==> src/verilog/uart_fifo_defines.vh <==
// Register offsets, field positions, reset values and bit timing for the FIFO UART
`ifndef UART_FIFO_DEFINES_VH
`define UART_FIFO_DEFINES_VH
// Register offsets on the 3-bit address
`define OFS_DATA      3'h0
`define OFS_INT_EN    3'h1
`define OFS_INT_ID    3'h2
`define OFS_LINE_CTRL 3'h3
`define OFS_MODEM_CTL 3'h4
`define OFS_LINE_STAT 3'h5
`define OFS_MODEM_STA 3'h6
`define OFS_SCRATCH   3'h7
// Line control fields
`define LC_DIV_ACCESS 7
`define LC_BREAK      6
`define LC_STICK      5
`define LC_EVEN       4
`define LC_PAR_EN     3
`define LC_STOP2      2
// Modem control and FIFO control fields
`define MC_LOOP       4
`define FC_ENABLE     0
`define FC_RX_CLEAR   1
`define FC_TX_CLEAR   2
`define FC_DMA_MODE   3
// Interrupt identity codes, bit 0 set means nothing pending
`define IID_LINE      4'h6
`define IID_RX_DATA   4'hC
`define IID_TX_EMPTY  4'h2
`define IID_MODEM     4'h0
`define IID_NONE      4'h1
// Receive trigger levels in bytes
`define TRIG_LVL0     5'h01
`define TRIG_LVL1     5'h04
`define TRIG_LVL2     5'h08
`define TRIG_LVL3     5'h0E
// Bit timing in 16x ticks
`define RX_START_MID  4'h7
`define RX_BIT_END    4'hF
`define TX_BIT_TICKS  6'h10
`define TX_STOP15     6'h18
`define TX_STOP2      6'h20
// Reset values
`define LINE_CTRL_RST 8'h00
`define MODEM_CTL_RST 5'h00
`define INT_EN_RST    4'h0
`define DIVISOR_RST   16'h0000
`endif

==> src/verilog/uart_fifo_core.v <==
// Sixteen-byte FIFO UART: host registers, baud generator, transmitter, receiver, modem lines
//
// Overview of operation
// - Divisor-access bit maps addresses 0 and 1 to the divisor bytes.
// - Holding write taken while room exists; empty flag set as data moves on.
// - Start edge confirmed by a low sample mid start bit.
// - FIFO mode receive interrupt while fill is at or above trigger.
// - Data ready while the receive FIFO holds a byte.
// - Masked interrupts leave all status visible in line and modem status.
// - Line status shows transmit FIFO empty, transmitter idle, FIFO error.
// - Baud generator divides the clock by the 16-bit divisor.
// - Enable bits gate the four sources; upper bits read zero.
// - Identity codes 0110, 1100, 0010, 0000 by falling priority.
// - Identity bit 0 reads 0 while an enabled source is pending.
// - Identity bits 5:4 read zero; bits 7:6 show FIFO mode.
// - Only the highest pending source is presented and acknowledged.
// - FIFO enable bit first; trigger level takes a second write.
// - Clear bits empty a FIFO and its count; shifters untouched.
// - Setting the DMA bit selects mode 1; zero keeps the mode.
// - Trigger code selects 1, 4, 8 or 14 bytes.
// - Word length code selects 5 to 8 data bits.
// - Stop select gives 1, 1.5 for 5-bit words, or 2 stop bits.
// - Parity enable, even select and forced parity for send and check.
// - Break bit holds the serial output low outside loopback.
// - Modem control bits 0 and 1 drive ready and request outputs low outside loopback.
// - Loopback holds output high and turns transmitter and modem lines inward.
// - Modem change bits set on input changes, ring on trailing edge, cleared by read.
// - FIFO error flag sets on an errored character and clears on status read.
`default_nettype none
`include "uart_fifo_defines.vh"
module uart_fifo_core #(
  parameter DEPTH = 16,
  parameter AW    = 4
) (
  // Clock and reset
  input  wire       clk_sys,
  input  wire       reset_n,
  // Host register port
  input  wire       chipSelect,
  input  wire [2:0] regAddr,
  input  wire       readStrobe,
  input  wire       writeStrobe,
  input  wire [7:0] writeData,
  output reg  [7:0] readData,
  output reg        readDataEn,
  output reg        irqOut,
  // DMA signalling
  output reg        receiveDmaReady_n,
  output reg        transmitDmaReady_n,
  // Serial line and baud clock
  input  wire       serialIn,
  output reg        serialOut,
  output reg        baudOut_n,
  // Modem lines
  input  wire       clearToSend_n,
  input  wire       dataSetReady_n,
  input  wire       ringIndicate_n,
  input  wire       carrierDetect_n,
  output reg        dataTerminalReady_n,
  output reg        requestToSend_n,
  output reg        userOutputOne_n,
  output reg        userOutputTwo_n
);
  localparam [2:0]  ST_IDLE  = 3'h0;
  localparam [2:0]  ST_START = 3'h1;
  localparam [2:0]  ST_DATA  = 3'h2;
  localparam [2:0]  ST_PAR   = 3'h3;
  localparam [2:0]  ST_STOP  = 3'h4;
  localparam [AW:0] CNT_ZERO = 0;
  localparam [AW:0] CNT_ONE  = 1;
  localparam [AW:0] CNT_FULL = DEPTH;

  reg  [7:0]    lineControl_r, scratchByte_r, txShift_r, rxShift_r, rdMux;
  reg  [4:0]    modemControl_r;
  reg  [3:0]    intEnable_r, rxTick_r, modemPrev_r, modemDelta_r, intId;
  reg  [15:0]   divisor_r, baudCnt_r;
  reg  [1:0]    trigSel_r;
  reg  [5:0]    txTick_r;
  reg  [2:0]    txState_r, txBit_r, rxState_r, rxBit_r;
  reg  [AW-1:0] txWp_r, txRp_r, rxWp_r, rxRp_r;
  reg  [AW:0]   txCnt_r, rxCnt_r;
  reg  [7:0]    txMem [0:DEPTH-1];
  reg  [10:0]   rxMem [0:DEPTH-1];
  reg           fifoEnable_r, dmaMode_r, rdPrev_r, wrPrev_r, txLine_r, txPar_r, rxPrev_r;
  reg           rxParSeen_r, overrun_r, fifoErr_r, thrPend_r, txEmptyPrev_r, modemPrimed_r;

  // Parity for the active word length and parity mode
  function parityOf;
    input [7:0] d;
    input [7:0] lc;
    reg   [7:0] masked;
    begin
      masked = d & (8'hFF >> (2'h3 - lc[1:0]));
      if (lc[`LC_STICK])
        parityOf = ~lc[`LC_EVEN];
      else
        parityOf = lc[`LC_EVEN] ? ^masked : ~^masked;
    end
  endfunction

  // Fill count update shared by both FIFOs
  function [AW:0] nextCount;
    input [AW:0] cnt;
    input        push;
    input        pop;
    input        clr;
    begin
      if (clr)
        nextCount = CNT_ZERO;
      else
        nextCount = cnt + {{AW{1'b0}}, push} - {{AW{1'b0}}, pop};
    end
  endfunction

  // Host strobes act once, on their first cycle
  wire          rdAct    = chipSelect & readStrobe & ~rdPrev_r;
  wire          wrAct    = chipSelect & writeStrobe & ~wrPrev_r;
  wire          divAcc   = lineControl_r[`LC_DIV_ACCESS];
  wire          loopOn   = modemControl_r[`MC_LOOP];
  wire          selData  = (regAddr == `OFS_DATA);
  wire          selIntEn = (regAddr == `OFS_INT_EN);
  wire          wrFifo   = wrAct & (regAddr == `OFS_INT_ID);
  wire          rdIntId  = rdAct & (regAddr == `OFS_INT_ID);
  wire          rdLine   = rdAct & (regAddr == `OFS_LINE_STAT);
  wire          rdModem  = rdAct & (regAddr == `OFS_MODEM_STA);
  wire [AW:0]   capacity = fifoEnable_r ? CNT_FULL : CNT_ONE;
  wire [2:0]    lastBit  = {1'b1, lineControl_r[1:0]};
  wire          parEn    = lineControl_r[`LC_PAR_EN];
  // Enable change flushes too, so stale bytes never cross a mode switch
  wire          fifoFlip = wrFifo & (writeData[`FC_ENABLE] != fifoEnable_r);
  wire          rxClear  = fifoFlip | (wrFifo & writeData[`FC_RX_CLEAR]);
  wire          txClear  = fifoFlip | (wrFifo & writeData[`FC_TX_CLEAR]);
  wire          txPush   = wrAct & selData & ~divAcc & (txCnt_r != capacity);
  wire          txPop    = (txState_r == ST_IDLE) & (txCnt_r != CNT_ZERO) & ~txClear;
  wire          tick     = (baudCnt_r == 16'h0000);
  wire          rxSrc    = loopOn ? txLine_r : serialIn;
  wire          rxDone   = (rxState_r == ST_STOP) & tick & (rxTick_r == `RX_BIT_END);
  wire [7:0]    rxData   = rxShift_r >> (3'h7 - lastBit);
  wire          rxParErr = parEn & (rxParSeen_r != parityOf(rxData, lineControl_r));
  wire          rxBreak  = ~rxSrc & (rxData == 8'h00) & (~parEn | ~rxParSeen_r);
  wire [10:0]   rxWord   = {rxBreak, ~rxSrc, rxParErr, rxData};
  wire          rxFull   = (rxCnt_r == capacity);
  wire          rxPush   = rxDone & ~rxFull & ~rxClear;
  wire          rxPop    = rdAct & selData & ~divAcc & (rxCnt_r != CNT_ZERO) & ~rxClear;
  wire          rxAny    = (rxCnt_r != CNT_ZERO);
  wire [10:0]   rxHead   = rxAny ? rxMem[rxRp_r] : 11'h000;
  wire          txFifoMt = (txCnt_r == CNT_ZERO);
  wire          txAllMt  = txFifoMt & (txState_r == ST_IDLE);
  wire [4:0]    trigLvl  = (trigSel_r == 2'h0) ? `TRIG_LVL0 :
                           (trigSel_r == 2'h1) ? `TRIG_LVL1 :
                           (trigSel_r == 2'h2) ? `TRIG_LVL2 : `TRIG_LVL3;
  wire          rxAtTrig = fifoEnable_r ? (rxCnt_r >= trigLvl) : rxAny;
  wire [3:0]    modemNow = loopOn ? {modemControl_r[3], modemControl_r[2],
                                     modemControl_r[0], modemControl_r[1]} :
                           {~carrierDetect_n, ~ringIndicate_n,
                            ~dataSetReady_n, ~clearToSend_n};
  wire          lineSrc  = overrun_r | (|rxHead[10:8]);
  wire [3:0]    pending  = intEnable_r & {|modemDelta_r, lineSrc, thrPend_r, rxAtTrig};
  wire [5:0]    stopLen  = ~lineControl_r[`LC_STOP2] ? `TX_BIT_TICKS :
                           (lineControl_r[1:0] == 2'h0) ? `TX_STOP15 : `TX_STOP2;
  wire [5:0]    txEnd    = ((txState_r == ST_STOP) ? stopLen : `TX_BIT_TICKS) - 6'h01;

  // Priority encoder; lower sources wait behind the presented one
  always @* begin
    if (pending[2])
      intId = `IID_LINE;
    else if (pending[0])
      intId = `IID_RX_DATA;
    else if (pending[1])
      intId = `IID_TX_EMPTY;
    else if (pending[3])
      intId = `IID_MODEM;
    else
      intId = `IID_NONE;
  end

  // Read multiplexer
  always @* begin
    case (regAddr)
      `OFS_DATA:      rdMux = divAcc ? divisor_r[7:0] : rxHead[7:0];
      `OFS_INT_EN:    rdMux = divAcc ? divisor_r[15:8] : {4'h0, intEnable_r};
      `OFS_INT_ID:    rdMux = {fifoEnable_r, fifoEnable_r, 2'h0, intId};
      `OFS_LINE_CTRL: rdMux = lineControl_r;
      `OFS_MODEM_CTL: rdMux = {3'h0, modemControl_r};
      `OFS_LINE_STAT: rdMux = {fifoErr_r & fifoEnable_r, txAllMt, txFifoMt,
                               rxHead[10:8], overrun_r, rxAny};
      `OFS_MODEM_STA: rdMux = {modemNow, modemDelta_r};
      default:        rdMux = scratchByte_r;
    endcase
  end

  // Host-written control state
  always @(posedge clk_sys or negedge reset_n) begin
    if (!reset_n) begin
      lineControl_r  <= `LINE_CTRL_RST;
      modemControl_r <= `MODEM_CTL_RST;
      intEnable_r    <= `INT_EN_RST;
      scratchByte_r  <= 8'h00;
      divisor_r      <= `DIVISOR_RST;
      fifoEnable_r   <= 1'b0;
      dmaMode_r      <= 1'b0;
      trigSel_r      <= 2'h0;
      rdPrev_r       <= 1'b0;
      wrPrev_r       <= 1'b0;
      readData       <= 8'h00;
      readDataEn     <= 1'b0;
    end else begin
      rdPrev_r   <= chipSelect & readStrobe;
      wrPrev_r   <= chipSelect & writeStrobe;
      readDataEn <= chipSelect & readStrobe;
      if (rdAct)
        readData <= rdMux;
      if (wrAct) begin
        case (regAddr)
          `OFS_DATA:      if (divAcc) divisor_r[7:0] <= writeData;
          `OFS_INT_EN:    if (divAcc) divisor_r[15:8] <= writeData;
                          else intEnable_r <= writeData[3:0];
          `OFS_LINE_CTRL: lineControl_r <= writeData;
          `OFS_MODEM_CTL: modemControl_r <= writeData[4:0];
          `OFS_SCRATCH:   scratchByte_r <= writeData;
          default: ;
        endcase
      end
      if (wrFifo) begin
        fifoEnable_r <= writeData[`FC_ENABLE];
        // Trigger only lands once FIFOs were already on
        if (fifoEnable_r & writeData[`FC_ENABLE])
          trigSel_r <= writeData[7:6];
        if (writeData[`FC_DMA_MODE])
          dmaMode_r <= 1'b1;
      end
    end
  end

  // Baud divider, one 16x tick per divisor cycles
  always @(posedge clk_sys or negedge reset_n) begin
    if (!reset_n) begin
      baudCnt_r <= 16'h0000;
      baudOut_n <= 1'b1;
    end else begin
      if (tick)
        baudCnt_r <= (divisor_r > 16'h0001) ? divisor_r - 16'h0001 : 16'h0000;
      else
        baudCnt_r <= baudCnt_r - 16'h0001;
      baudOut_n <= ~tick;
    end
  end

  // FIFO storage; arrays carry no reset
  always @(posedge clk_sys) begin
    if (txPush)
      txMem[txWp_r] <= writeData;
    if (rxPush)
      rxMem[rxWp_r] <= rxWord;
  end

  // FIFO pointers and fill counts
  always @(posedge clk_sys or negedge reset_n) begin
    if (!reset_n) begin
      txWp_r  <= {AW{1'b0}};
      txRp_r  <= {AW{1'b0}};
      txCnt_r <= CNT_ZERO;
      rxWp_r  <= {AW{1'b0}};
      rxRp_r  <= {AW{1'b0}};
      rxCnt_r <= CNT_ZERO;
    end else begin
      txCnt_r <= nextCount(txCnt_r, txPush & ~txClear, txPop, txClear);
      rxCnt_r <= nextCount(rxCnt_r, rxPush, rxPop, rxClear);
      if (txClear) begin
        txWp_r <= {AW{1'b0}};
        txRp_r <= {AW{1'b0}};
      end else begin
        if (txPush)
          txWp_r <= txWp_r + 1'b1;
        if (txPop)
          txRp_r <= txRp_r + 1'b1;
      end
      if (rxClear) begin
        rxWp_r <= {AW{1'b0}};
        rxRp_r <= {AW{1'b0}};
      end else begin
        if (rxPush)
          rxWp_r <= rxWp_r + 1'b1;
        if (rxPop)
          rxRp_r <= rxRp_r + 1'b1;
      end
    end
  end

  // Transmit shifter
  always @(posedge clk_sys or negedge reset_n) begin
    if (!reset_n) begin
      txState_r <= ST_IDLE;
      txShift_r <= 8'h00;
      txBit_r   <= 3'h0;
      txTick_r  <= 6'h00;
      txLine_r  <= 1'b1;
      txPar_r   <= 1'b0;
    end else if (txState_r == ST_IDLE) begin
      txLine_r <= 1'b1;
      txTick_r <= 6'h00;
      if (txPop) begin
        txShift_r <= txMem[txRp_r];
        txPar_r   <= parityOf(txMem[txRp_r], lineControl_r);
        txLine_r  <= 1'b0;
        txState_r <= ST_START;
      end
    end else if (tick) begin
      if (txTick_r != txEnd)
        txTick_r <= txTick_r + 6'h01;
      else begin
        txTick_r <= 6'h00;
        case (txState_r)
          ST_START: begin
            txState_r <= ST_DATA;
            txLine_r  <= txShift_r[0];
            txBit_r   <= 3'h0;
          end
          ST_DATA: begin
            if (txBit_r == lastBit) begin
              txState_r <= parEn ? ST_PAR : ST_STOP;
              txLine_r  <= parEn ? txPar_r : 1'b1;
            end else begin
              txShift_r <= txShift_r >> 1;
              txLine_r  <= txShift_r[1];
              txBit_r   <= txBit_r + 3'h1;
            end
          end
          ST_PAR: begin
            txState_r <= ST_STOP;
            txLine_r  <= 1'b1;
          end
          default: txState_r <= ST_IDLE;
        endcase
      end
    end
  end

  // Receive shifter, sampling mid-bit on 16x ticks
  always @(posedge clk_sys or negedge reset_n) begin
    if (!reset_n) begin
      rxState_r   <= ST_IDLE;
      rxShift_r   <= 8'h00;
      rxBit_r     <= 3'h0;
      rxTick_r    <= 4'h0;
      rxPrev_r    <= 1'b1;
      rxParSeen_r <= 1'b0;
    end else begin
      rxPrev_r <= rxSrc;
      case (rxState_r)
        ST_IDLE: begin
          rxTick_r <= 4'h0;
          if (rxPrev_r & ~rxSrc)
            rxState_r <= ST_START;
        end
        ST_START: if (tick) begin
          if (rxTick_r == `RX_START_MID) begin
            // A spike that has gone high again is dropped
            rxState_r <= rxSrc ? ST_IDLE : ST_DATA;
            rxTick_r  <= 4'h0;
            rxBit_r   <= 3'h0;
          end else
            rxTick_r <= rxTick_r + 4'h1;
        end
        default: if (tick) begin
          rxTick_r <= rxTick_r + 4'h1;
          if (rxTick_r == `RX_BIT_END) begin
            if (rxState_r == ST_DATA) begin
              rxShift_r <= {rxSrc, rxShift_r[7:1]};
              rxBit_r   <= rxBit_r + 3'h1;
              if (rxBit_r == lastBit)
                rxState_r <= parEn ? ST_PAR : ST_STOP;
            end else if (rxState_r == ST_PAR) begin
              rxParSeen_r <= rxSrc;
              rxState_r   <= ST_STOP;
            end else
              rxState_r <= ST_IDLE;
          end
        end
      endcase
    end
  end

  // Sticky status; a new event wins over a clear in the same cycle
  always @(posedge clk_sys or negedge reset_n) begin
    if (!reset_n) begin
      overrun_r     <= 1'b0;
      fifoErr_r     <= 1'b0;
      thrPend_r     <= 1'b0;
      txEmptyPrev_r <= 1'b1;
      modemPrev_r   <= 4'h0;
      modemPrimed_r <= 1'b0;
      modemDelta_r  <= 4'h0;
    end else begin
      if (rxDone & rxFull)
        overrun_r <= 1'b1;
      else if (rdLine)
        overrun_r <= 1'b0;
      if (rxPush & (|rxWord[10:8]))
        fifoErr_r <= 1'b1;
      else if (rdLine)
        fifoErr_r <= 1'b0;
      txEmptyPrev_r <= txFifoMt;
      if (txFifoMt & ~txEmptyPrev_r)
        thrPend_r <= 1'b1;
      else if (txPush | (rdIntId & (intId == `IID_TX_EMPTY)))
        thrPend_r <= 1'b0;
      modemPrev_r   <= modemNow;
      modemPrimed_r <= 1'b1;
      // First cycle out of reset has no history to compare
      if (modemPrimed_r)
        modemDelta_r <= (rdModem ? 4'h0 : modemDelta_r) |
                        {modemNow[3] ^ modemPrev_r[3], modemPrev_r[2] & ~modemNow[2],
                         modemNow[1] ^ modemPrev_r[1], modemNow[0] ^ modemPrev_r[0]};
      else if (rdModem)
        modemDelta_r <= 4'h0;
    end
  end

  // Registered pins
  always @(posedge clk_sys or negedge reset_n) begin
    if (!reset_n) begin
      serialOut           <= 1'b1;
      irqOut              <= 1'b0;
      receiveDmaReady_n   <= 1'b1;
      transmitDmaReady_n  <= 1'b1;
      dataTerminalReady_n <= 1'b1;
      requestToSend_n     <= 1'b1;
      userOutputOne_n     <= 1'b1;
      userOutputTwo_n     <= 1'b1;
    end else begin
      serialOut <= loopOn | (~lineControl_r[`LC_BREAK] & txLine_r);
      irqOut    <= |pending;
      receiveDmaReady_n  <= ~((dmaMode_r & fifoEnable_r) ? rxAtTrig : rxAny);
      transmitDmaReady_n <= ~((dmaMode_r & fifoEnable_r) ? (txCnt_r != capacity) : txFifoMt);
      // Outputs held inactive in loopback; their values are turned inward
      dataTerminalReady_n <= loopOn | ~modemControl_r[0];
      requestToSend_n     <= loopOn | ~modemControl_r[1];
      userOutputOne_n     <= loopOn | ~modemControl_r[2];
      userOutputTwo_n     <= loopOn | ~modemControl_r[3];
    end
  end
endmodule
`default_nettype wire

==> config.mk <==
export PLATFORM = sky130hd
export DESIGN_NAME = uart_fifo_core
export DESIGN_NICKNAME = d
export VERILOG_FILES = /design/src/verilog/uart_fifo_core.v
export VERILOG_INCLUDE_DIRS = /design/src /design/src/verilog
export SDC_FILE = /design/constraint.sdc
export NUM_CORES = 1
export LEC_CHECK = 0
export ABC_AREA = 1
export BUFFER_PORTS_ARGS = -buffer_cell sky130_fd_sc_hd__buf_2
export CAP_MARGIN = 20
export CORE_MARGIN = 4
export CORE_UTILIZATION = 41
export CTS_CLUSTER_SIZE = 20
export DETAILED_ROUTE_END_ITERATION = 6
export SLEW_MARGIN = 25
export SYNTH_ARGS = -nofsm -noshare
export SYNTH_HDL_FRONTEND = slang
export SYNTH_SLANG_ARGS = --single-unit
==> constraint.sdc <==
create_clock -name clk_sys -period 4.1 [get_ports clk_sys]
set_clock_uncertainty 0.15 [all_clocks]
set_input_delay 0.205 -clock clk_sys [delete_from_list [all_inputs] [get_ports clk_sys]]
set_output_delay 0.205 -clock clk_sys [all_outputs]
set_load 0.005 [all_outputs]
==> out/results.tsv <==
stage	metric	value	unit
setup_path	Crit path arrival time	4.15	ns
timing	FMAX	261.2	MHz
floorplan	Die ar.	0.05578	sq mm
min_path	Worst Hold Class	in2reg	
drt	1st-iter DRT viols	1435	
yosys	Synth Net Count	2239	
layout	area grow syn2layout	13.41	%
yosys	dominant synthesized flop cell	edfxtp_1	
drt	routed vias	15630	
grt	vias in the first global route	15030	
grt	initial antenna violation count	0	
power_and_ir_drop	Peak VDD IR	0.3603	mV
yosys	synthesis-stage register bit count	465	
drt	post-route ant nets	0	
timing	post-route minimum period	3.829	ns
timing	worst-margin pin slew	0.9926	ns
clock_tree	CTS Buf Count	50	
layout	most frequent cells in the layout	nand2_1 (506), edfxtp_1 (304), nor2_1 (274), o21ai_0 (220), inv_1 (185)	
yosys	Yosys top cell by area	edfxtp_1	
grt	largest net degree at the start of global routing	89	
drt	DRT Pass-1 Iters	6	
timing	RSZ-0062 raised after global routing	false	
flow_run	total of max-cap violations	0	
timing	Hold Violations, Final	0	
drt	WL final	56060	um
drt	vias per cell	5.242	
yosys	number of distinct library cells after synthesis	59	
grt	gr ovfl total	0	
timing	Slew Limit Fails	0	
floorplan	CORE AREA	0.05141	sq mm
layout	Final #Nets	2323	
grt	first-pass GRT wire length	86600	um
yosys	synthesized instance count	2179	
yosys	share of flip-flops with an asynchronous set or reset	34.62	%
clock_tree	Worst-path clk slew	0.06	ns
status	run status	completed	
drt	WL/cell	18.80	um
floorplan	Die X-Extent	236.2	um
clock_tree	clock root cell	clkbuf_16	
timing	Hold WS	0.05714	ns
yosys	number of synthesized flops with an enable pin	304	
clock_tree	TritonCTS clock tree	built	
yosys	top cells by area, synth	edfxtp_1 (43%), dfrtp_1 (18%), nand2_1 (8.9%), o21ai_0 (5.3%), nor2_1 (4.8%)	
clock_tree	clock insertion delay at the later pin of the skew report	0.59	ns
setup_path	Worst Path Max Fanout	4	
clock_tree	htree depth	2	
place	HPWL after detailed placement	37560	um
timing	post-route setup TNS	0	ns
setup_path	Setup Crit Path Kind	reg2reg	
drt	drt drc	0	
setup_path	crit start category	flop	
clock_tree	Clock Sinks	465	
yosys	mapped cell area	0.02135	sq mm
timing	period utilisation layout	93.39	%
setup_path	WP data required	4.42	ns
timing	final setup fails	0	
yosys	synthesized area per cell	9.796	sq um
yosys	register area share after synthesis	61.71	%
floorplan	Ports	39	
floorplan	site row count	83	
layout	layout cells sized above 1	9.648	%
grt	total track usage	19.60	%
yosys	Ys Warns	0	
layout	commonest non-fill, non-tap cell in the layout	nand2_1	
power_and_ir_drop	leakage power	9.832	nW
place	GP Congestion	0.9184	
power_and_ir_drop	Cell Pwr Density	547.4	mW/mm^2
clock_tree	CTS max path bufs	3	
layout	Fillers	4769	
floorplan	Initial Util	41.52	%
min_path	Hold Path Stages	2	
timing	Max-slew headroom	33.83	%
setup_path	Setup crit end kind	flop	
setup_path	Worst Reg-to-Reg Cells	22	
place	Port Buf Inserts	38	
yosys	Synth top area share	42.77	%
floorplan	DIE HEIGHT	236.2	um
==> area by class of cell <==
| cell class | count | area, sq um | share of cell area (%) |
|---|---|---|---|
| Tap cell | 680 | 850.8 | 3.515 |
| Antenna cell | 1 | 2.502 | 0.01034 |
| Clock inverter | 22 | 206.4 | 0.8528 |
| Clock buffer | 68 | 1329 | 5.489 |
| Sequential cell | 465 | 13170 | 54.42 |
| Timing Repair Buffer | 107 | 764.5 | 3.158 |
| Multi-Input combinational cell | 1432 | 7101 | 29.33 |
| Inverter | 207 | 780.7 | 3.225 |
==> cells by family (layout without fill, tap and decap cells) <==
logic type	count (synthesis)	in the layout	share of synthesized area (%)
AND/OR/NAND/NOR	962	962	18.79
flip-flops	465	465	61.71
AO/OA/AOI/OAI	385	385	10.05
buffers and inverters	282	404	5.217
XOR/XNOR	44	44	1.805
adder cells (fa/ha/maj)	39	39	2.356
other	1	2	0.01757
multiplexers	1	1	0.05275
==> state kept, by name, indices dropped and copies added, names as in the netlist, 5 cells and up <==
| register | cells |
|---|---|
| txTick_r | 6 |
| modemControl_r | 5 |
| txCnt_r | 5 |
| readData | 8 |
| scratchByte_r | 8 |
| lineControl_r | 8 |
| txShift_r | 8 |
| baudCnt_r | 16 |
| divisor_r | 16 |
| rxShift_r | 8 |
| rxMem | 176 |
| rxCnt_r | 5 |
| txMem | 128 |
==> worst max-delay path, cell delays in order, from the launching register on <==
cell	delay (ns)
dfrtp_1	0.39
inv_1	0.07
ha_2	0.18
nand2_1	0.09
nor2_4	0.15
nand2_2	0.08
nor2_4	0.13
nand4_1	0.10
nor4_2	0.29
nand4_1	0.15
nor2_1	0.15
nand3_2	0.14
nor2_4	0.20
nand2_2	0.07
ha_1	0.28
inv_1	0.04
ha_1	0.20
fa_2	0.35
nand2_1	0.10
a21oi_1	0.06
nor2_1	0.13
xor2_1	0.16
nor2_1	0.05
==> where the power goes <==
| part | internal [W] | switching, W |
|---|---|---|
| clock network | 0.00246 | 0.00184 |
| logic | 0.00100 | 0.00215 |
| registers | 0.00545 | 0.000343 |
| total | 0.00891 | 0.00434 |
==> through the flow <==
stage          instances  setup slack (ns)  area [sq um]  utilization (%)  total power, W
2_1_floorplan       2179            0.7731         21350                -        0.007821
3_3_place_gp        2867            0.3099         22410            43.59        0.008897
3_5_place_dp        2867            0.2147         22410            43.59        0.008977
4_1_cts             2977            0.1949         24140            46.96         0.01330
5_1_grt             2981          0.008985         24210            47.09         0.01394
6_report            2982            0.2710         24210            47.09         0.01325
==> routing by layer <==
metal  global-route usage (%)  part of all wire [%]  vias up
li1                         -                     -     7537
met1                    28.45                    46     7522
met2                    29.68                    44      466
met3                    4.338                   6.9      108
met4                    5.945                   2.9        0
met5                        0                     0        -
==> worst paths after layout <==
check	to	slack, ns	startpoint
worst max-delay path	rxCnt_r[4]$_DFF_PN0_	0.27	baudCnt_r[0]$_DFF_PN0_
worst min-delay path	txMem[2][0]$_DFFE_PP_	0.06	writeData[0]
worst max register to register	rxCnt_r[4]$_DFF_PN0_	0.27	baudCnt_r[0]$_DFF_PN0_
worst min register to register	dmaMode_r$_DFFE_PN0P_	0.33	dmaMode_r$_DFFE_PN0P_
max in group asynchronous	txLine_r$_DFFE_PN1P_	2.73	reset_n
min in group asynchronous	rxShift_r[7]$_DFFE_PN0P_	0.09	reset_n
==> synthesized netlist by cell type (all sizes together) (32+ instances only) <==
master and n:
nand2 510, edfxtp 304, nor2 286, o21ai 233
inv 201, dfrtp 150, nand3 109, a21oi 50
o22ai 49, clkbuf 46, ha 37, xor2 32
==> timing repair <==
action | 4_1_cts | 5_1_grt
resized for setup | 0 | 8
setup buffers | 0 | 4
hold buffers | 20 | 0
endpoints found under the setup margin | 0 | 2
hold endpoints to repair | 216 | 0
Power figures use the tool's default switching activity.
